`config.mk`:
```
export PLATFORM = sky130hd
export DESIGN_NAME = tlm_monitor
export DESIGN_NICKNAME = d
export VERILOG_FILES = /design/src/logic/tlm_pkg.sv /design/src/logic/tlm_monitor.sv
export SDC_FILE = /design/constraint.sdc
export NUM_CORES = 2
export LEC_CHECK = 0
export BUFFER_PORTS_ARGS = -buffer_cell sky130_fd_sc_hd__buf_2
export CAP_MARGIN = 0
export CORE_MARGIN = 4
export CORE_UTILIZATION = 60
export DETAILED_ROUTE_END_ITERATION = 12
export PLACE_DENSITY = 0.8
export SLEW_MARGIN = 5
export SYNTH_ARGS = -nofsm -noshare
export SYNTH_HDL_FRONTEND = slang
export SYNTH_SLANG_ARGS = --single-unit
```
`constraint.sdc`:
```
create_clock -name clk_i -period 37.4 [get_ports clk_i]
set_input_delay 0 -clock clk_i [delete_from_list [all_inputs] [get_ports clk_i]]
set_output_delay 0 -clock clk_i [all_outputs]
set_load 0.03 [all_outputs]
```
`src/logic/tlm_pkg.sv`:
```
// Package of constants and types for the trip log and status monitor.
// What this block does
// RL1 - Inhibited status, output off, without enable
// RL2 - Ready status, output off, no run
// RL3 - Stopped, supply loss, braking statuses enable output
// RL4 - Tripped status disables output, shows code
// RL5 - Undervoltage status disables output in both modes
// RL6 - Power-stage wait status until processor responds
// RL7 - Option wait status until module responds
// RL8 - Database status_database_a status during whole transfer
// RL9 - Ten trip codes, entry zero newest
// RL10 - New trip shifts log, oldest lost
// RL11 - Date and time logged with each trip
// RL12 - Sub-trip numbers logged, zero when none
// RL13 - Trip log reads return numeric trip number
// RL14 - Writing 255 to clear register resets logs
// RL15 - Any trip disables output immediately
// RL16 - Monitored quantities frozen until trip cleared
// RL17 - Bit 4 of trip action disables freezing
// RL18 - Trip held until reset, then live updates
package tlm_pkg;

    // ----------------------------------------------------------------
    // Sizes
    // ----------------------------------------------------------------
    localparam int TLM_LOG_DEPTH  = 10;   // Entries in each trip log.
    localparam int TLM_MON_COUNT  = 18;   // Monitored quantities.
    localparam int TLM_MON_WIDTH  = 16;   // Width of one quantity.

    // ----------------------------------------------------------------
    // Register word offsets (byte address = 4 * index)
    // ----------------------------------------------------------------
    localparam logic [7:0] TLM_IDX_STATUS    = 8'h00; // Drive status.
    localparam logic [7:0] TLM_IDX_CONTROL   = 8'h01; // Software enable.
    localparam logic [7:0] TLM_IDX_TRIP_ACT  = 8'h02; // Trip action.
    localparam logic [7:0] TLM_IDX_LOG_CLEAR = 8'h03; // Log clear.
    localparam logic [7:0] TLM_IDX_IRQ_STAT  = 8'h04; // Sticky events.
    localparam logic [7:0] TLM_IDX_IRQ_MASK  = 8'h05; // Event mask.
    localparam logic [7:0] TLM_IDX_TRIP0     = 8'h10; // Codes 10..19.
    localparam logic [7:0] TLM_IDX_DATE0     = 8'h20; // Dates 20..29.
    localparam logic [7:0] TLM_IDX_TIME0     = 8'h30; // Times 30..39.
    localparam logic [7:0] TLM_IDX_SUB0      = 8'h40; // Subtrips 40..49.
    localparam logic [7:0] TLM_IDX_MON0      = 8'h50; // Monitors 50..61.

    // ----------------------------------------------------------------
    // Field positions and values
    // ----------------------------------------------------------------
    localparam int         TLM_BIT_NO_FREEZE = 4;      // Trip action bit.
    localparam logic [7:0] TLM_CLEAR_CODE    = 8'hff;  // Log clear value.
    localparam int         TLM_BIT_SW_EN     = 0;      // Control enable.
    localparam logic [31:0] TLM_CONTROL_RST  = 32'h0000_0001;
    localparam int         TLM_EV_TRIP       = 0;      // Event: new trip.
    localparam int         TLM_EV_CLEARED    = 1;      // Event: trip reset.
    localparam int         TLM_EV_STATUS     = 2;      // Event: status moved.
    localparam int         TLM_EV_COUNT      = 3;

    // ----------------------------------------------------------------
    // Status codes shown to the display and to software
    // ----------------------------------------------------------------
    typedef enum logic [3:0] {
        TLM_ST_INHIBIT,
        TLM_ST_READY,
        TLM_ST_STOPPED,
        TLM_ST_SUPPLY_LOSS,
        TLM_ST_DC_BRAKING,
        TLM_ST_TRIPPED,
        TLM_ST_UNDERVOLTAGE,
        TLM_ST_RUN,
        TLM_ST_POWER_STAGE_WAIT,
        TLM_ST_OPTION_WAIT,
        TLM_ST_DATABASE_LOAD
    } tlm_status_t;

    // Power-up sequence states.
    typedef enum logic [1:0] {
        TLM_PU_POWER_STAGE,
        TLM_PU_OPTION,
        TLM_PU_DATABASE,
        TLM_PU_DONE
    } tlm_powerup_t;

endpackage : tlm_pkg

```
`src/logic/tlm_monitor.sv`:
```
// Drive status encoder, trip log and trip freeze logic with Wishbone slave.
//
// Local design decisions: register access over Wishbone and the address map.
`timescale 1ns/1ps
module tlm_monitor
    import tlm_pkg::*;
#(
    parameter int CODE_W = 8,              // Width of a trip code.
    parameter int SUB_W  = 8               // Width of a sub-trip number.
) (
    input  wire logic                     clk_i,
    input  wire logic                     rst_i,
    // Wishbone classic slave.
    input  wire logic                     cyc_i,
    input  wire logic                     stb_i,
    input  wire logic                     we_i,
    input  wire logic [9:0]               adr_i,
    input  wire logic [3:0]               sel_i,
    input  wire logic [31:0]              dat_i,
    output logic      [31:0]              dat_o,
    output logic                          ack_o,
    // Drive conditions.
    input  wire logic                     hw_enable_i,
    input  wire logic                     run_cmd_i,
    input  wire logic                     at_zero_speed_i,
    input  wire logic                     supply_loss_i,
    input  wire logic                     dc_braking_i,
    input  wire logic                     undervoltage_i,
    input  wire logic                     power_stage_ready_i,
    input  wire logic                     option_ready_i,
    input  wire logic                     db_status_database_a_needed_i,
    input  wire logic                     db_status_database_a_busy_i,
    // Trip sources.
    input  wire logic                     trip_i,
    input  wire logic [CODE_W-1:0]        trip_code_i,
    input  wire logic                     trip_has_sub_i,
    input  wire logic [SUB_W-1:0]         trip_sub_i,
    input  wire logic                     trip_reset_i,
    input  wire logic [31:0]              date_i,
    input  wire logic [31:0]              time_i,
    // Live monitored quantities, packed one after another.
    input  wire logic [TLM_MON_COUNT*TLM_MON_WIDTH-1:0] mon_live_i,
    // Outputs.
    output logic                          output_enable_o,
    output logic [3:0]                    status_o,
    output logic [CODE_W-1:0]             display_trip_code_o,
    output logic                          irq_o
);

    // ----------------------------------------------------------------
    // Declarations
    // ----------------------------------------------------------------
    logic [CODE_W-1:0]  trip_log [TLM_LOG_DEPTH];   // Codes, 0 newest.
    logic [31:0]        date_log [TLM_LOG_DEPTH];   // Trip dates.
    logic [31:0]        time_log [TLM_LOG_DEPTH];   // Trip times.
    logic [SUB_W-1:0]   sub_log  [TLM_LOG_DEPTH];   // Sub-trip numbers.
    logic [TLM_MON_WIDTH-1:0] mon_held [TLM_MON_COUNT]; // Shown values.
    logic               tripped;                    // Trip latched.
    logic               sw_enable;                  // Software enable.
    logic [31:0]        trip_action;                // Trip action word.
    logic [TLM_EV_COUNT-1:0] irq_stat;              // Sticky events.
    logic [TLM_EV_COUNT-1:0] irq_mask;              // Event mask.
    tlm_powerup_t       pu_state;                   // Power-up sequence.
    tlm_status_t        status;                     // Decoded status.
    tlm_status_t        status_last;                // Previous status.
    logic               new_trip;                   // First trip edge.
    logic               bus_req;                    // Access pending.
    logic               wr_go;                      // Write this edge.
    logic [7:0]         idx;                        // Word index.
    logic               log_clear;                  // Log wipe strobe.
    logic               freeze;                     // Hold monitors.
    logic [31:0]        next_dat;                   // Read mux result.
    logic [TLM_EV_COUNT-1:0] irq_set;               // Events this cycle.
    logic [TLM_EV_COUNT-1:0] irq_clr;               // Bits cleared now.

    // A trip is only logged once; a held trip_i does not refill the log.
    assign new_trip = trip_i && !tripped;
    assign bus_req  = cyc_i && stb_i && !ack_o;
    assign wr_go    = bus_req && we_i;
    assign idx      = adr_i[9:2];
    // Only the low byte carries the clear code, so lane 0 must be enabled.
    assign log_clear = wr_go && (idx == TLM_IDX_LOG_CLEAR) && sel_i[0]
                       && (dat_i[7:0] == TLM_CLEAR_CODE);       // [RL14]
    assign freeze = tripped && !trip_action[TLM_BIT_NO_FREEZE]; // [RL17]

    // True when idx falls in base..base+9, the word indices of one log.
    function automatic logic in_log(input logic [7:0] a,
                                    input logic [7:0] base);
        in_log = (a >= base) && (a < base + 8'(TLM_LOG_DEPTH));
    endfunction : in_log

    // Merge write data into a register under byte enables.
    function automatic logic [31:0] merge(input logic [31:0] old,
                                          input logic [31:0] wd,
                                          input logic [3:0]  be);
        for (int b = 0; b < 4; b++) begin
            merge[b*8 +: 8] = be[b] ? wd[b*8 +: 8] : old[b*8 +: 8];
        end
    endfunction : merge

    // ----------------------------------------------------------------
    // Power-up sequence
    // ----------------------------------------------------------------
    // Wait for the power stage, then the option module, then any status_database_a.
    always_ff @(posedge clk_i) begin
        if (rst_i) begin
            pu_state <= TLM_PU_POWER_STAGE;
        end else begin
            case (pu_state)
                TLM_PU_POWER_STAGE: begin
                    if (power_stage_ready_i) begin            // [RL6]
                        pu_state <= TLM_PU_OPTION;
                    end
                end
                TLM_PU_OPTION: begin
                    if (option_ready_i) begin                 // [RL7]
                        pu_state <= db_status_database_a_needed_i ? TLM_PU_DATABASE
                                                       : TLM_PU_DONE;
                    end
                end
                TLM_PU_DATABASE: begin
                    if (!db_status_database_a_busy_i) begin              // [RL8]
                        pu_state <= TLM_PU_DONE;
                    end
                end
                default: begin
                    pu_state <= TLM_PU_DONE;
                end
            endcase
        end
    end

    // ----------------------------------------------------------------
    // Status decode
    // ----------------------------------------------------------------
    // Priority: power-up waits, trip, undervoltage, inhibit, ready, run.
    always_comb begin
        case (pu_state)
            TLM_PU_POWER_STAGE: status = TLM_ST_POWER_STAGE_WAIT; // [RL6]
            TLM_PU_OPTION:      status = TLM_ST_OPTION_WAIT;      // [RL7]
            TLM_PU_DATABASE:    status = TLM_ST_DATABASE_LOAD;    // [RL8]
            default: begin
                if (tripped || trip_i) begin
                    status = TLM_ST_TRIPPED;                      // [RL4]
                end else if (undervoltage_i) begin
                    status = TLM_ST_UNDERVOLTAGE;                 // [RL5]
                end else if (!hw_enable_i || !sw_enable) begin
                    status = TLM_ST_INHIBIT;                      // [RL1]
                end else if (!run_cmd_i) begin
                    status = TLM_ST_READY;                        // [RL2]
                end else if (dc_braking_i) begin
                    status = TLM_ST_DC_BRAKING;                   // [RL3]
                end else if (supply_loss_i) begin
                    status = TLM_ST_SUPPLY_LOSS;                  // [RL3]
                end else if (at_zero_speed_i) begin
                    status = TLM_ST_STOPPED;                      // [RL3]
                end else begin
                    status = TLM_ST_RUN;
                end
            end
        endcase
    end

    // Output stage follows the status; trip_i acts in the same cycle.
    always_comb begin
        case (status)
            TLM_ST_STOPPED, TLM_ST_SUPPLY_LOSS,
            TLM_ST_DC_BRAKING, TLM_ST_RUN: output_enable_o = 1'b1; // [RL3]
            default: output_enable_o = 1'b0;          // [RL1] [RL2] [RL15]
        endcase
    end

    assign status_o = status;

    // ----------------------------------------------------------------
    // Trip latch and display code
    // ----------------------------------------------------------------
    // The trip stays latched until a reset request; a fresh trip wins.
    always_ff @(posedge clk_i) begin
        if (rst_i) begin
            tripped             <= 1'b0;
            display_trip_code_o <= '0;
        end else if (new_trip) begin
            tripped             <= 1'b1;
            display_trip_code_o <= trip_code_i;                   // [RL4]
        end else if (trip_reset_i) begin
            tripped             <= 1'b0;                          // [RL18]
        end
    end

    // ----------------------------------------------------------------
    // Trip logs
    // ----------------------------------------------------------------
    // All four logs shift together; a clear request empties them.
    always_ff @(posedge clk_i) begin
        if (rst_i || log_clear) begin                             // [RL14]
            for (int i = 0; i < TLM_LOG_DEPTH; i++) begin
                trip_log[i] <= '0;
                date_log[i] <= '0;
                time_log[i] <= '0;
                sub_log[i]  <= '0;
            end
        end else if (new_trip) begin
            for (int i = TLM_LOG_DEPTH-1; i > 0; i--) begin       // [RL10]
                trip_log[i] <= trip_log[i-1];
                date_log[i] <= date_log[i-1];                     // [RL11]
                time_log[i] <= time_log[i-1];
                sub_log[i]  <= sub_log[i-1];                      // [RL12]
            end
            trip_log[0] <= trip_code_i;                           // [RL9]
            date_log[0] <= date_i;                                // [RL11]
            time_log[0] <= time_i;
            sub_log[0]  <= trip_has_sub_i ? trip_sub_i : '0;      // [RL12]
        end
    end

    // ----------------------------------------------------------------
    // Monitored quantities
    // ----------------------------------------------------------------
    // Held values track live inputs except while a trip freezes them.
    // Freezing starts the edge after the trip, so the held copy shows
    // the values of the trip cycle itself.
    generate
        for (genvar m = 0; m < TLM_MON_COUNT; m++) begin : g_mon
            always_ff @(posedge clk_i) begin
                if (rst_i) begin
                    mon_held[m] <= '0;
                end else if (!freeze) begin                // [RL16] [RL18]
                    mon_held[m] <= mon_live_i[m*TLM_MON_WIDTH +:
                                              TLM_MON_WIDTH];
                end
            end
        end
    endgenerate

    // ----------------------------------------------------------------
    // Control registers
    // ----------------------------------------------------------------
    // Software enable and trip action word, written with byte lanes.
    always_ff @(posedge clk_i) begin
        if (rst_i) begin
            sw_enable   <= TLM_CONTROL_RST[TLM_BIT_SW_EN];
            trip_action <= '0;
        end else if (wr_go) begin
            if (idx == TLM_IDX_CONTROL && sel_i[0]) begin
                sw_enable <= dat_i[TLM_BIT_SW_EN];                // [RL1]
            end
            if (idx == TLM_IDX_TRIP_ACT) begin
                trip_action <= merge(trip_action, dat_i, sel_i);  // [RL17]
            end
        end
    end

    // ----------------------------------------------------------------
    // Interrupts
    // ----------------------------------------------------------------
    // Events of this cycle and the bits that software clears in it.
    // Kept apart so that the register process below stays non-blocking.
    always_comb begin
        irq_set = '0;
        irq_clr = '0;
        irq_set[TLM_EV_TRIP]    = new_trip;
        irq_set[TLM_EV_CLEARED] = tripped && trip_reset_i && !new_trip;
        irq_set[TLM_EV_STATUS]  = (status != status_last);
        if (wr_go && idx == TLM_IDX_IRQ_STAT && sel_i[0]) begin
            irq_clr = dat_i[TLM_EV_COUNT-1:0];
        end
    end

    // Sticky events, write one to clear; a new event wins over the clear.
    always_ff @(posedge clk_i) begin
        if (rst_i) begin
            irq_stat    <= '0;
            irq_mask    <= '0;
            status_last <= TLM_ST_POWER_STAGE_WAIT;
        end else begin
            irq_stat    <= (irq_stat & ~irq_clr) | irq_set;
            status_last <= status;
            if (wr_go && idx == TLM_IDX_IRQ_MASK && sel_i[0]) begin
                irq_mask <= dat_i[TLM_EV_COUNT-1:0];
            end
        end
    end

    assign irq_o = |(irq_stat & irq_mask);

    // ----------------------------------------------------------------
    // Read path
    // ----------------------------------------------------------------
    // Log codes read back as plain trip numbers; unmapped words read 0.
    always_comb begin
        next_dat = '0;
        if (idx == TLM_IDX_STATUS) begin
            next_dat[3:0] = status;
            next_dat[4]   = output_enable_o;
            next_dat[5]   = tripped;
        end else if (idx == TLM_IDX_CONTROL) begin
            next_dat[TLM_BIT_SW_EN] = sw_enable;
        end else if (idx == TLM_IDX_TRIP_ACT) begin
            next_dat = trip_action;
        end else if (idx == TLM_IDX_IRQ_STAT) begin
            next_dat[TLM_EV_COUNT-1:0] = irq_stat;
        end else if (idx == TLM_IDX_IRQ_MASK) begin
            next_dat[TLM_EV_COUNT-1:0] = irq_mask;
        end else if (in_log(idx, TLM_IDX_TRIP0)) begin
            next_dat[CODE_W-1:0] = trip_log[4'(idx - TLM_IDX_TRIP0)]; // [RL13]
        end else if (in_log(idx, TLM_IDX_DATE0)) begin
            next_dat = date_log[4'(idx - TLM_IDX_DATE0)];
        end else if (in_log(idx, TLM_IDX_TIME0)) begin
            next_dat = time_log[4'(idx - TLM_IDX_TIME0)];
        end else if (in_log(idx, TLM_IDX_SUB0)) begin
            next_dat[SUB_W-1:0] = sub_log[4'(idx - TLM_IDX_SUB0)];
        end else if (idx >= TLM_IDX_MON0 &&
                     idx < TLM_IDX_MON0 + 8'(TLM_MON_COUNT)) begin
            next_dat[TLM_MON_WIDTH-1:0] =
                mon_held[5'(idx - TLM_IDX_MON0)];
        end
    end

    // One wait-free answer: ack the edge after the request, then drop.
    always_ff @(posedge clk_i) begin
        if (rst_i) begin
            ack_o <= 1'b0;
            dat_o <= '0;
        end else begin
            ack_o <= bus_req;
            if (bus_req && !we_i) begin
                dat_o <= next_dat;
            end
        end
    end

endmodule : tlm_monitor

```
# Word-level counts from Yosys, hierarchy flattened
# Memory sizes are Yosys's and may differ from the RTL's.
# Cells that the tools add are included.
op_classes:
  order_cmp: 10
  bitwise: 62
  eq_ne: 16
  addsub: 5
  n_mux: 118
  n_reduce_logical: 42
ops:
  columns: ["cell", "n"]
  rows:
  - ["$mux W32", 28]
  - ["$mux W16", 30]
  - ["$mux W8", 24]
  - ["$mux W29", 2]
  - ["$or A1 B1 Y1", 58]
  - ["$mux W31", 1]
  - ["$mux W3", 10]
  - ["$mux W26", 1]
  - ["$mux W24", 1]
  - ["$logic_and A1 B1 Y1", 21]
  - ["$eq A8 B2 Y1 const B", 2]
  - ["$eq A8 B3 Y1 const B", 2]
  - ["$ge A8 B6 Y1 const B", 2]
  - ["$ge A8 B7 Y1 const B", 2]
  - ["$lt A8 B6 Y1 const B", 2]
  - ["$lt A8 B7 Y1 const B", 2]
  - ["$sub A4 B1 Y4 const B", 4]
  - ["$mux W1", 15]
  - ["$reduce_and A3 Y1", 5]
  - ["$pmux W4 S3", 1]
  - ["$eq A4 B2 Y1 const B", 2]
  - ["$eq A4 B3 Y1 const B", 2]
  - ["$eq A8 B1 Y1 const B", 1]
  - ["$eq A8 B8 Y1 const B", 1]
  - ["other kinds (21)", 34]
word_totals:
  word_cells: 271
  mem_count: 5
  ramBits: 1088
  out_inout_bits: 47
  in_bits: 432
  ff_bits: 87
memory_table:
  columns: ["memory", "words", "word_bits", "rd", "rd_ports_with_merged_regs", "write_ports", "line", "rtl"]
  rows:
  - ["date_log", 10, 32, 10, 0, 10, "tlm_monitor.sv:54", "logic [31:0] date_log [TLM_LOG_DEPTH];"]
  - ["time_log", 10, 32, 10, 0, 10, "tlm_monitor.sv:55", "logic [31:0] time_log [TLM_LOG_DEPTH];"]
  - ["mon_held", 18, 16, 1, 0, 18, "tlm_monitor.sv:57", "logic [TLM_MON_WIDTH-1:0] mon_held [TLM_MON_COUNT];"]
  - ["sub_log", 10, 8, 10, 0, 10, "tlm_monitor.sv:56", "logic [SUB_W-1:0] sub_log [TLM_LOG_DEPTH];"]
  - ["trip_log", 10, 8, 10, 0, 10, "tlm_monitor.sv:53", "logic [CODE_W-1:0] trip_log [TLM_LOG_DEPTH];"]

# Longest topological paths before layout
logic_depth:
  word_depth: 27
  mapped_depth: 12
  ltp_nobuf: 7

# Worst setup path before layout
# OpenSTA, ideal clock, no wires.
synth_timing:
  path_kind: "reg-to-reg"
  startpoint: "reg ack_o"
  endpoint: "mem date_log[0][0], enable pin"
  setup_ps: 5549
  arrival_ps: 14257
  path_buffers: 2
  required_time_ps: 31851
  stages_incl_launch_ff: 7
  synth_period_minus_slack_ps: 19806
  slack_ps: 17594
  cell_sequence: "dfxtp_1 -> nand3b_1 -> nor2_1 -> a31oi_1 -> clkbuf_1 -> clkbuf_1 -> nand2_1"
synth_lines:
  columns: ["item", "line", "rtl"]
  rows:
  - ["start: declaration", "tlm_monitor.sv:21", "output logic ack_o,"]
  - ["start signal: assignment", "tlm_monitor.sv:326", "ack_o <= bus_req;"]
  - ["end: declaration", "tlm_monitor.sv:54", null]

==> impl_metrics.ini <==
[status]
status = finished, final reports clean

[cells_and_area]
area_growth_syn_to_layout_pct = 20.98
stdcell_count = 5695
final_cell_mix = edfxtp_1 (1088), and3_1 (807), buf_2 (472), dlygate4sd3_1 (467), and2_1 (288)
nets = 4840
final_common_cell = edfxtp_1
fillCellCount = 5129
drive_above_1_share = 0.2188

[critical_path]
crit_buf_inv = 5
crit_fanout = 87
start_kind = primary input
crit_slowest_cell = buf_4
path_cells = dlygate4sd3_1 -> buf_2 -> or4_4 -> nor2_1 -> a31oi_4 -> nand2_4 -> buf_4 -> buf_4 -> buf_4
end_kind = register
slowest_delay_ns = 0.95
arrival_ns = 5.47
cp.required_ns = 37.71
crit_type = primary input to register
critPathMostFrequentCell = buf_4
cpLargestDelayFamily = buffers and inverters

[synthesis]
synthDistinctLibCells = 77
synth_compound_area_frac = 0.03777
synthAdderAreaFrac = 0
synth-simple-area-share = 0.1581
synth_area_sq_mm = 0.05346
syn_avg_cell_area_sq_um = 14.68
ys_ff_latch = 1175
postSynthNetCount = 4073
synth_top_family_by_area = simple AND/OR/NAND/NOR gates
ys.warnings.count = 0
yosys-top-cells-area = edfxtp_1 (61%), mux4_2 (9.6%), and3_1 (9.4%)
synth_area_leader_cell = edfxtp_1
synthFlopType = edfxtp_1
synth_edf_count = 1088
synthMuxAreaShare = 0.1271
ys_seq_area_frac = 0.6437
synth_xor_area_frac = 0.0004915
netlist.area_leader.share = 0.6111
synthArstFlopShare = 0
syn_inst = 3641

[detailed_routing]
detail_route.wl_per_cell_microns = 28.37
postRouteAntennaNets = 0
num_vias = 37360
drt-initial-drc-count = 5854
drc = 0
drt-pass1-iter-count = 8
via_per_inst = 6.560
wirelength_mm = 161.6

[floorplanning]
io_pins = 479
chipHeight_microns = 306.5
die_w_microns = 306.5
die_area_sq_mm = 0.09394
placementRows = 109
initial_core_util = 0.6049
core_sq_mm = 0.08837

[clock_tree]
cts-root-buf = clkbuf_16
cts.sinks = 1175
cts_resized = 0
cts_setup_buffers = 0
cts_tree = yes
ctsLongestPathBuffers = 3
path_clk_slew_ns = 0.07
cts_made_buffers = 117
htree_levels = 3
postCtsHoldBufs = 467
insertion_delay_ns = 0.73

[sta]
hold_violations = 0
fin_setup_tns_ns = 0
skew_ns = 0.04196
worst_slew_pin_slew_ns = 1.250
finalCritPeriodShare = 0.1379
drv_slew = 0
rsz0062_at_grt = no
fin_crit_ns = 5.158
setup_violations = 0
slew_headroom = 0.1668
fmax_mhz = 193.9

[grt]
grt_max_degree = 333
grt_pass1_vias = 37170
grt_pass1_wl_mm = 235.8
grtUsageTotal = 0.3327
antenna_found_initial = 16
overflow = 0

[worst_hold_path]
hp-class = primary input to register

[power_and_ir_drop]
vdd_drop_max_mv = 0.04561
powerDensity_mw_per_mm2 = 48.16
p_leak_nw = 27.67

[placement]
io_buffers = 476
placed_cells = 4987
gp_congestion = 0.9085
hpwlAfterDp_mm = 88.91

[run]
drv_cap = 0
-- final cells by class --
class,count,area (sq um),area share
Antenna cell,18,45.04,0.0006964
Clock buffer,153,3218,0.04976
Clock inverter,70,636.9,0.009847
Inverter,14,52.55,0.0008125
Multi-Input combinational cell,2109,17340,0.2680
Sequential cell,1175,34410,0.5321
Tap cell,1165,1458,0.02254
Timing Repair Buffer,991,7517,0.1162
-- worst register-to-register path: cells and delay by family (launching register included) --
family	cells	cell delay, ns
AND/OR/NAND/NOR	3	1.28
flip-flops	1	0.34
buffers and inverters	3	2.77
AO/OA/AOI/OAI	1	0.20
-- final timing paths --
| path | to | cells past startpoint | slack (ns) | from |
|---|---|---|---|---|
| hold / removal | dat_o[17] | 6 | 0.08 | cyc_i |
| setup reg to reg | trip_log[0][4] | 7 | 32.34 | ack_o |
| hold reg to reg | display_trip_code_o[7] | 2 | 0.46 | display_trip_code_o[7] |
| setup / recovery | trip_log[0][4] | 9 | 32.24 | adr_i[7] |
-- metal layers --
layer / wire length [microns] / vias up / GRT usage / part of all wire
met3: 18030 / 569 / 0.07865 / 0.11
met1: 56020 / 18430 / 0.4303 / 0.35
met5: 65 / - / 0 / 0.00040
met4: 10740 / 10 / 0.1805 / 0.066
met2: 76710 / 2638 / 0.5285 / 0.47
li1: - / 15710 / - / -
-- cell families after synthesis --
kind of cell | Yosys count
DFF | 1175
and+or+nand+nor | 1419
buffers and inverters | 357
xor gates and xnor gates | 3
muxes | 388
AOI/OAI and AO/OA | 299
-- flip-flops by register name (all words and copies together) (netlist names) --
name                 count
trip_log                80
dat_o                   32
time_log               320
date_log               320
sub_log                 80
irq_mask                 3
tripped                  1
status_last              4
sw_enable                1
trip_action             32
irq_stat                 3
pu_state                 2
mon_held               288
display_trip_code_o      8
ack_o                    1
-- power breakdown --
part	internal (W)	switching, W
Combinational	0.000140	0.000179
Clock	0.000659	0.000540
Sequential	0.00154	0.0000516
Total	0.00234	0.000771
-- synthesized netlist by cell type, types with 9 or more instances --
library cell  instances
inv_1                14
nor2_1               90
buf_6                17
a22oi_1              17
a221oi_1             12
buf_2               110
nand2_1              74
o21ai_0              46
edfxtp_1           1088
and2_1              288
nand2b_1             10
o21ai_1               9
nand3_1              24
and3_1              807
o22ai_1              21
nor2b_1              50
mux2i_1             117
clkbuf_1            176
o211ai_1              9
a21oi_1              68
nor3_1               36
buf_1                12
dfxtp_1              87
a31oi_1              12
buf_4                24
mux4_2              227
a211oi_1             46
mux2_2               43
-- per-stage QoR --
stage / worst slack (ns) / hold WS [ns] / cell area, sq um / total power (W) / utilization
2_1_floorplan: 17.59 / 0.1038 / 53460 / 0.001830 / -
3_3_place_gp: 32.36 / 0.2157 / 56100 / 0.001872 / 0.6348
3_5_place_dp: 32.29 / 0.2166 / 56100 / 0.001881 / 0.6348
4_1_cts: 32.32 / 0.01015 / 64630 / 0.003077 / 0.7313
5_1_grt: 32.05 / 0.07725 / 64660 / 0.003196 / 0.7316
6_report: 32.24 / 0.08059 / 64680 / 0.003115 / 0.7319
Note: power is estimated with default switching activity, not from simulation.
